### src/flut_regs.vh
// Register offsets, fields, reset values and timing for the ninth lookup point
`ifndef FLUT_REGS_VH
`define FLUT_REGS_VH

// Register indices; not all are word aligned, so each takes the word at four times its index
`define FLUT_IDX_TBL_CTRL     8'h4a
`define FLUT_IDX_TEMP_OFFSET  8'h4e
`define FLUT_IDX_MODE         8'h50
`define FLUT_IDX_P8_DUTY      8'h5f
`define FLUT_IDX_P9_LIMIT     8'h60
`define FLUT_IDX_P9_DUTY      8'h61
`define FLUT_IDX_STATUS       8'h68

// Byte addresses of the APB-visible registers (four times the index)
`define FLUT_OFF_TBL_CTRL     12'h128
`define FLUT_OFF_TEMP_OFFSET  12'h138
`define FLUT_OFF_MODE         12'h140
`define FLUT_OFF_P8_DUTY      12'h17c
`define FLUT_OFF_P9_LIMIT     12'h180
`define FLUT_OFF_P9_DUTY      12'h184
`define FLUT_OFF_STATUS       12'h1a0

// Field positions
`define FLUT_CTRL_WREN_BIT    5
`define FLUT_MODE_TEMP_HI_BIT 0
`define FLUT_MODE_DUTY_HI_BIT 1
`define FLUT_MODE_F22K5_BIT   2

// Reset values
`define FLUT_RST_P9_LIMIT     8'h7f
`define FLUT_RST_P9_DUTY      8'h3f
`define FLUT_RST_P8_DUTY      6'h3f
`define FLUT_RST_TBL_CTRL     8'h00
`define FLUT_RST_TEMP_OFFSET  8'h00
`define FLUT_RST_MODE         3'h0

// Timing: the APB slave answers in the access phase with no wait states
`define FLUT_APB_WAIT_CYC     0

`endif

### src/flut_cmp.v
// Limit compare for the ninth lookup point
`timescale 1ns/1ps
module flut_cmp (
    // Mode and operands
    input  wire        temp_hi,
    input  wire [7:0]  limit_raw,
    input  wire [7:0]  offset,
    input  wire [8:0]  temp_meas,
    // Result
    output wire        above
);
    wire [9:0] lim_half;
    wire [9:0] meas_cmp;

    // Limit in half-degree units: bits 6:0 are whole degrees, bit 7 the half degree
    // Sign taken as zero, offset added in whole degrees
    assign lim_half = temp_hi ?
        ({2'b00, limit_raw[6:0], limit_raw[7]} + {1'b0, offset, 1'b0}) :
        ({2'b00, 1'b0, limit_raw[6:0]} + {2'b00, offset}) << 1;
    // Low resolution drops the half-degree bit of the reading
    assign meas_cmp = temp_hi ? {1'b0, temp_meas} : {1'b0, temp_meas[8:1], 1'b0};
    assign above    = meas_cmp > lim_half;
endmodule // flut_cmp

### src/flut_duty.v
// Duty selection for the ninth and eighth lookup points
`timescale 1ns/1ps
module flut_duty (
    // Modes
    input  wire        duty_hi,
    input  wire        f22k5,
    // Stored duty values
    input  wire [7:0]  p9_duty,
    input  wire [5:0]  p8_duty,
    // Effective values
    output wire [7:0]  p9_eff,
    output wire [7:0]  p8_eff
);
    wire ext_on;

    // Extension bits only count in high-res duty mode at 22.5 kHz
    assign ext_on = duty_hi & f22k5;
    assign p9_eff = ext_on ? p9_duty : {2'b00, p9_duty[5:0]};
    assign p8_eff = {2'b00, p8_duty};
endmodule // flut_duty

### src/flut_top.v
// APB register bank and compare for the ninth fan lookup point
`timescale 1ns/1ps
`include "flut_regs.vh"
module flut_top (
    // Clock and reset
    input  wire        SYS_CLK,
    input  wire        SRST,
    // APB slave
    input  wire        PSEL,
    input  wire        PENABLE,
    input  wire        PWRITE,
    input  wire [11:0] PADDR,
    input  wire [31:0] PWDATA,
    output reg  [31:0] PRDATA,
    output reg         PREADY,
    output reg         PSLVERR,
    // Temperature from the measurement logic, half-degree units
    input  wire [8:0]  TEMP_MEAS,
    input  wire        TEMP_VALID,
    // Fan PWM request
    output reg         PWM_SEL,
    output reg  [7:0]  PWM_DUTY
);
    reg  [7:0] p9_limit_reg;
    reg  [7:0] p9_duty_reg;
    reg  [5:0] p8_duty_reg;
    reg  [7:0] tbl_ctrl_reg;
    reg  [7:0] temp_offset_reg;
    reg  [2:0] mode_reg;
    reg  [8:0] temp_reg;
    reg  [31:0] rd_next;
    reg        err_next;
    wire       above;
    wire [7:0] p9_eff;
    wire [7:0] p8_eff;
    wire       wr_ok;
    wire       temp_hi;
    wire       duty_hi;
    wire       access;

    assign temp_hi = mode_reg[`FLUT_MODE_TEMP_HI_BIT];
    assign duty_hi = mode_reg[`FLUT_MODE_DUTY_HI_BIT];
    assign access  = PSEL & PENABLE;
    assign wr_ok   = tbl_ctrl_reg[`FLUT_CTRL_WREN_BIT];

    // Read-back decode; limit bit 7 reads as zero unless temp_hi, duty bits 7:6 unless duty_hi
    function [31:0] rd_mux;
        input [11:0] a;
        begin
            case (a)
                `FLUT_OFF_TBL_CTRL:    rd_mux = {24'h000000, tbl_ctrl_reg};
                `FLUT_OFF_TEMP_OFFSET: rd_mux = {24'h000000, temp_offset_reg};
                `FLUT_OFF_MODE:        rd_mux = {29'h0, mode_reg};
                `FLUT_OFF_P8_DUTY:     rd_mux = {26'h0, p8_duty_reg};
                `FLUT_OFF_P9_LIMIT:    rd_mux = {24'h000000,
                                       temp_hi & p9_limit_reg[7], p9_limit_reg[6:0]};
                `FLUT_OFF_P9_DUTY:     rd_mux = {24'h000000,
                                       duty_hi ? p9_duty_reg[7:6] : 2'b00,
                                       p9_duty_reg[5:0]};
                `FLUT_OFF_STATUS:      rd_mux = {23'h0, above, temp_reg[7:0]};
                default:               rd_mux = 32'h00000000;
            endcase
        end
    endfunction

    // Unmapped address decode
    function mapped;
        input [11:0] a;
        begin
            case (a)
                `FLUT_OFF_TBL_CTRL, `FLUT_OFF_TEMP_OFFSET, `FLUT_OFF_MODE,
                `FLUT_OFF_P8_DUTY, `FLUT_OFF_P9_LIMIT, `FLUT_OFF_P9_DUTY,
                `FLUT_OFF_STATUS: mapped = 1'b1;
                default:          mapped = 1'b0;
            endcase
        end
    endfunction

    // Combinational read data and error for the access phase
    always @* begin
        rd_next  = rd_mux(PADDR);
        err_next = ~mapped(PADDR);
    end

    // Register writes; table points locked unless enabled, control, offset and mode always writable
    always @(posedge SYS_CLK) begin
        if (SRST) begin
            p9_limit_reg    <= `FLUT_RST_P9_LIMIT;
            p9_duty_reg     <= `FLUT_RST_P9_DUTY;
            p8_duty_reg     <= `FLUT_RST_P8_DUTY;
            tbl_ctrl_reg    <= `FLUT_RST_TBL_CTRL;
            temp_offset_reg <= `FLUT_RST_TEMP_OFFSET;
            mode_reg        <= `FLUT_RST_MODE;
        end else if (access & PWRITE & PREADY) begin
            case (PADDR)
                `FLUT_OFF_TBL_CTRL:    tbl_ctrl_reg    <= PWDATA[7:0];
                `FLUT_OFF_TEMP_OFFSET: temp_offset_reg <= PWDATA[7:0];
                `FLUT_OFF_MODE:        mode_reg        <= PWDATA[2:0];
                `FLUT_OFF_P8_DUTY:     if (wr_ok) p8_duty_reg  <= PWDATA[5:0];
                `FLUT_OFF_P9_LIMIT:    if (wr_ok) p9_limit_reg <= PWDATA[7:0];
                `FLUT_OFF_P9_DUTY:     if (wr_ok) p9_duty_reg  <= PWDATA[7:0];
                default: ;
            endcase
        end
    end

    // APB answer: ready during every access phase, registered outputs
    always @(posedge SYS_CLK) begin
        if (SRST) begin
            PREADY  <= 1'b0;
            PRDATA  <= 32'h00000000;
            PSLVERR <= 1'b0;
        end else begin
            PREADY  <= PSEL & ~PENABLE;
            PRDATA  <= (PSEL & ~PENABLE & ~PWRITE) ? rd_next : 32'h00000000;
            PSLVERR <= PSEL & ~PENABLE & err_next;
        end
    end

    // Sample temperature; it comes from logic on this clock, so no synchroniser
    always @(posedge SYS_CLK) begin
        if (SRST)
            temp_reg <= 9'h000;
        else if (TEMP_VALID)
            temp_reg <= TEMP_MEAS;
    end

    flut_cmp u_cmp (
        .temp_hi   (temp_hi),
        .limit_raw (p9_limit_reg),
        .offset    (temp_offset_reg),
        .temp_meas (temp_reg),
        .above     (above)
    );

    flut_duty u_duty (
        .duty_hi (duty_hi),
        .f22k5   (mode_reg[`FLUT_MODE_F22K5_BIT]),
        .p9_duty (p9_duty_reg),
        .p8_duty (p8_duty_reg),
        .p9_eff  (p9_eff),
        .p8_eff  (p8_eff)
    );

    // Fan duty: point nine while above its limit, else point eight as the step below
    always @(posedge SYS_CLK) begin
        if (SRST) begin
            PWM_SEL  <= 1'b0;
            PWM_DUTY <= 8'h00;
        end else begin
            PWM_SEL  <= above;
            PWM_DUTY <= above ? p9_eff : p8_eff;
        end
    end
endmodule // flut_top

### config.mk
export PLATFORM = sky130hd
export DESIGN_NAME = flut_top
export DESIGN_NICKNAME = d
export VERILOG_FILES = /design/src/flut_cmp.v /design/src/flut_duty.v /design/src/flut_top.v
export VERILOG_INCLUDE_DIRS = /design/src
export SDC_FILE = /design/constraint.sdc
export NUM_CORES = 1
export LEC_CHECK = 0
export BUFFER_PORTS_ARGS = -buffer_cell sky130_fd_sc_hd__buf_2
export CORE_UTILIZATION = 35
export CTS_BUF_LIST = sky130_fd_sc_hd__clkbuf_8
export CTS_CLUSTER_SIZE = 14
export DETAILED_ROUTE_END_ITERATION = 16
export SYNTH_ARGS = -nofsm -noshare
export SYNTH_HDL_FRONTEND = slang
export SYNTH_SLANG_ARGS = --single-unit
### constraint.sdc
create_clock -name SYS_CLK -period 7.8 [get_ports SYS_CLK]
set_input_delay 1.17 -clock SYS_CLK [delete_from_list [all_inputs] [get_ports SYS_CLK]]
set_output_delay 1.17 -clock SYS_CLK [all_outputs]
set_load 0.005 [all_outputs]
==> summary.txt <==
Floorplanning
  – Die area: ~11000 sq um
  – DIE WIDTH: 104 um
  – Initial core utilization: between 30% and 40%
  – Ports: between 100 and 150
  – Die H: around 100 um
  – Core area: 9950 sq um
  – Number of cell rows: 36

Setup path
  – R2R setup slack: around 4.5 ns
  – FF-to-FF path depth: 14
  – Worst EP arrival: between 3 and 4 ns
  – Critical path required time: 8.08 ns
  – Critical path class: flop to flop
  – CP max FO: 10
  – R2r startpoint: p9_limit_reg[0]$_SDFFE_PP1P_
  – Startpoint Class: flop
  – Worst setup EP type: flop
  – Reg2reg end: PWM_DUTY[6]$_SDFF_PP0_

Finish
  – Area of the multi-input gates: ~2000 sq um
  – Post-layout util: about two fifths
  – Final-stage net count: 529
  – Storage cell area: roughly 1400 sq um
  – # diodes: 0
  – Layout fillers: approximately 1000
  – Layout cells sized above 1: a little under 20%
  – P&R area growth vs syn: 14.3%

Route
  – ANT nets after route: 0
  – Residual DRC: 0
  – Final wirelength: between 8000 and 9000 um
  – Wirelength per Cell: 15.2 um
  – Routed vias/inst: 5.09
  – Via Count: approximately 3000
  – Drt pass-1 iters: 4
  – Starting DRT DRC Count: 204

Hold path
  – Hold Path Cell Cnt: 2
  – Hold Crit Start: tbl_ctrl_reg[7]$_SDFFE_PP0P_
  – WHS Endpoint: PRDATA[7]$_SDFF_PP0_
  – Hold Crit Class: flop to flop

Clocking
  – CTS tree: yes
  – Clk Latency, worst-skew pair: 0.36 ns
  – Hold_buf cts: 0
  – Post-CTS Setup Inserts: 0
  – CTS buffer count: 9
  – Clock sinks: 70
  – Clock buffer depth: 2
  – H-tree depth: 3
  – CTS root buf: clkbuf_8
  – CTS-repair resized insts: 0
  – CTS clk-pin slew, worst paths: around 0.08 ns

Status
  – Outcome: finished clean

Timing
  – Post-route clock period utilization: 42.5%
  – Final Hold Fails: 0
  – Minimum hold slack: between 0.4 and 0.5 ns
  – Pins Over Slew Limit: 0
  – TNS Setup: 0 ns
  – Setup violations, final: 0
  – RSZ-0062 raised after global routing: no
  – Max Freq: roughly 300 MHz
  – Setup Skew: 0.0125 ns
  – Normalized max-slew margin: approximately 33%
  – Worst Tran Pin Value: 0.999 ns
  – Fin crit period: 3.32 ns

Global routing
  – Global-route wire length before repair: between 10000 and 15000 um
  – Global route total overflow: 0
  – Gr usage total: roughly 18%
  – Largest net degree at the start of global routing: 43
  – Vias in the first global route: roughly 3000
  – Initial antenna violation count: 0

Placed design
  – Port Buffers: 54
  – DP Wirelength: between 6000 and 7000 um
  – Placer Congestion: roughly 0.82

Synth
  – XOR/XNOR Fraction of Synth Area: approximately 1.2%
  – Compound-gate portion of the synthesized area: between 10% and 20%
  – Ys Warns: 0
  – Fraction of registers with async set/reset: 0%
  – Post-synthesis sequential area ratio: between 30% and 40%
  – Synth Flop Type: dfxtp_1
  – Multiplexer share of the synthesized area: between 10% and 20%
  – Syn Inst Count: 401
  – EDFF count, synth: 0
  – Post-Synth Simple-Gate Area: 20.2%
  – Largest family of logic cells by synthesized area: simple AND/OR/NAND/NOR gates
  – Adder-Cell Fraction of Synth Area: 6.03%
  – Count of cell types in the netlist: 59
  – Cell Area, Synth: ~3700 sq um
  – Seq cells post-synth: 70
  – Syn_area_per_cell: 9.11 sq um

Run
  – Max Cap Viol: 0

Power
  – Maximum vdd ir drop: between 0.06 and 0.07 mV
  – Leakage: ~1.8 nW
  – Pwr/cell area: around 180 nW/um^2
  – Overall power: between 700 and 800 uW
[Yosys cell counts (all sizes together), types with 2 or more instances]
library cell	count	area share [%]
mux2i	49	13
nor2	48	4.9
nand2	41	4.2
nand4	5	0.86
clkbuf	10	1.0
a211o	7	1.7
buf	27	5.4
a22o	2	0.48
nand2b	3	0.51
xor2	2	0.48
and3	3	0.51
inv	17	1.7
a21oi	21	2.9
nor3	5	1.4
mux2	3	0.92
nand3	10	1.4
o21ai	7	0.96
nor4	5	1.3
a31oi	3	0.51
and2	2	0.34
or4b	3	0.92
nor4b	3	0.89
or4	3	0.72
a222oi	5	1.4
dfxtp	70	38
xnor2	3	0.72
o31ai	2	0.41
ha	16	5.5
nor2b	3	0.58
nand3b	2	0.41
nor3b	2	0.41
a21o	5	1.0
[per-stage QoR]
| step | instances | setup WS [ns] | cell area [sq um] |
|---|---|---|---|
| final | 591 | 4.48 | 4180 |
| after global routing | 591 | 4.20 | 4180 |
| after CTS | 591 | 4.43 | 4180 |
| after detailed placement | 575 | 4.17 | 3960 |
| after global placement | 575 | 4.17 | 3960 |
| after floorplan | 423 | 4.79 | 3740 |
[report_power, final]
part / switching, mW / internal, mW
clock: 0.144 / 0.188
combinational: 0.0293 / 0.0181
sequential: 0.00357 / 0.362
[worst max-delay path by stage]
stage / end / cells after the start / from / slack [ns]
floorplan: p9_limit_reg[0]$_SDFFE_PP1P_ / 6 / PADDR[6] / 4.79
global placement: p9_duty_reg[5]$_SDFFE_PP1P_ / 5 / PADDR[6] / 4.17
detailed placement: p9_duty_reg[2]$_SDFFE_PP1P_ / 5 / PADDR[6] / 4.17
CTS: PWM_DUTY[6]$_SDFF_PP0_ / 14 / p9_limit_reg[0]$_SDFFE_PP1P_ / 4.43
global route: PWM_DUTY[7]$_SDFF_PP0_ / 14 / p9_limit_reg[0]$_SDFFE_PP1P_ / 4.20
finish: PWM_DUTY[6]$_SDFF_PP0_ / 14 / p9_limit_reg[0]$_SDFFE_PP1P_ / 4.48
[cell families (layout without fill, tap and decap cells)]
| group | after synthesis | after routing |
|---|---|---|
| fa+ha+maj | 17 | 17 |
| simple gates | 142 | 142 |
| mux | 52 | 52 |
| compound gates | 60 | 60 |
| buf+inv | 54 | 89 |
| other cells | 1 | 23 |
| xor+xnor | 5 | 5 |
| flops | 70 | 70 |
[layout by cell type, fill, tap and decap left out, types with 6 or more instances in the layout]
cell type   n
dfxtp_1    70
buf_2      54
mux2i_1    49
nor2_1     48
nand2_1    41
conb_1     23
a21oi_1    21
inv_1      17
ha_1       16
nand3_1    10
clkbuf_8   10
o21ai_0     7
a211o_1     6
[critical path, cell delays in order (launching register included)]
cell,delay [ns]
dfxtp_1,0.38
ha_1,0.19
inv_1,0.05
fa_1,0.39
nor2b_1,0.17
o31a_1,0.19
o21ai_0,0.09
nand2b_1,0.09
xnor2_1,0.07
ha_1,0.30
a211oi_1,0.09
a21oi_1,0.14
o31ai_1,0.12
a311oi_4,0.69
nor3b_1,0.27
[per-layer routing]
metal  routed length (um)  global-route usage (%)  part of all wire (%)  vias to the layer above
li1                     -                       -                     -                     1481
met3                  538                    4.76                   6.0                       11
met1                 3990                    21.4                    44                     1414
met4                  147                    6.43                   1.6                        0
met2                 4320                    30.1                    48                      100
met5                    0                       0                     0                        -
[area by class of cell]
cell class,count,share of cell area [%]
Clock buffer,10,3.29
Inverter,17,1.53
Sequential cell,70,33.5
Multi-Input combinational cell,299,48.8
Tap cell,133,3.98
Timing Repair Buffer,56,6.83
Clock inverter,6,2.04
No activity file was read; power rests on OpenSTA's default activity.
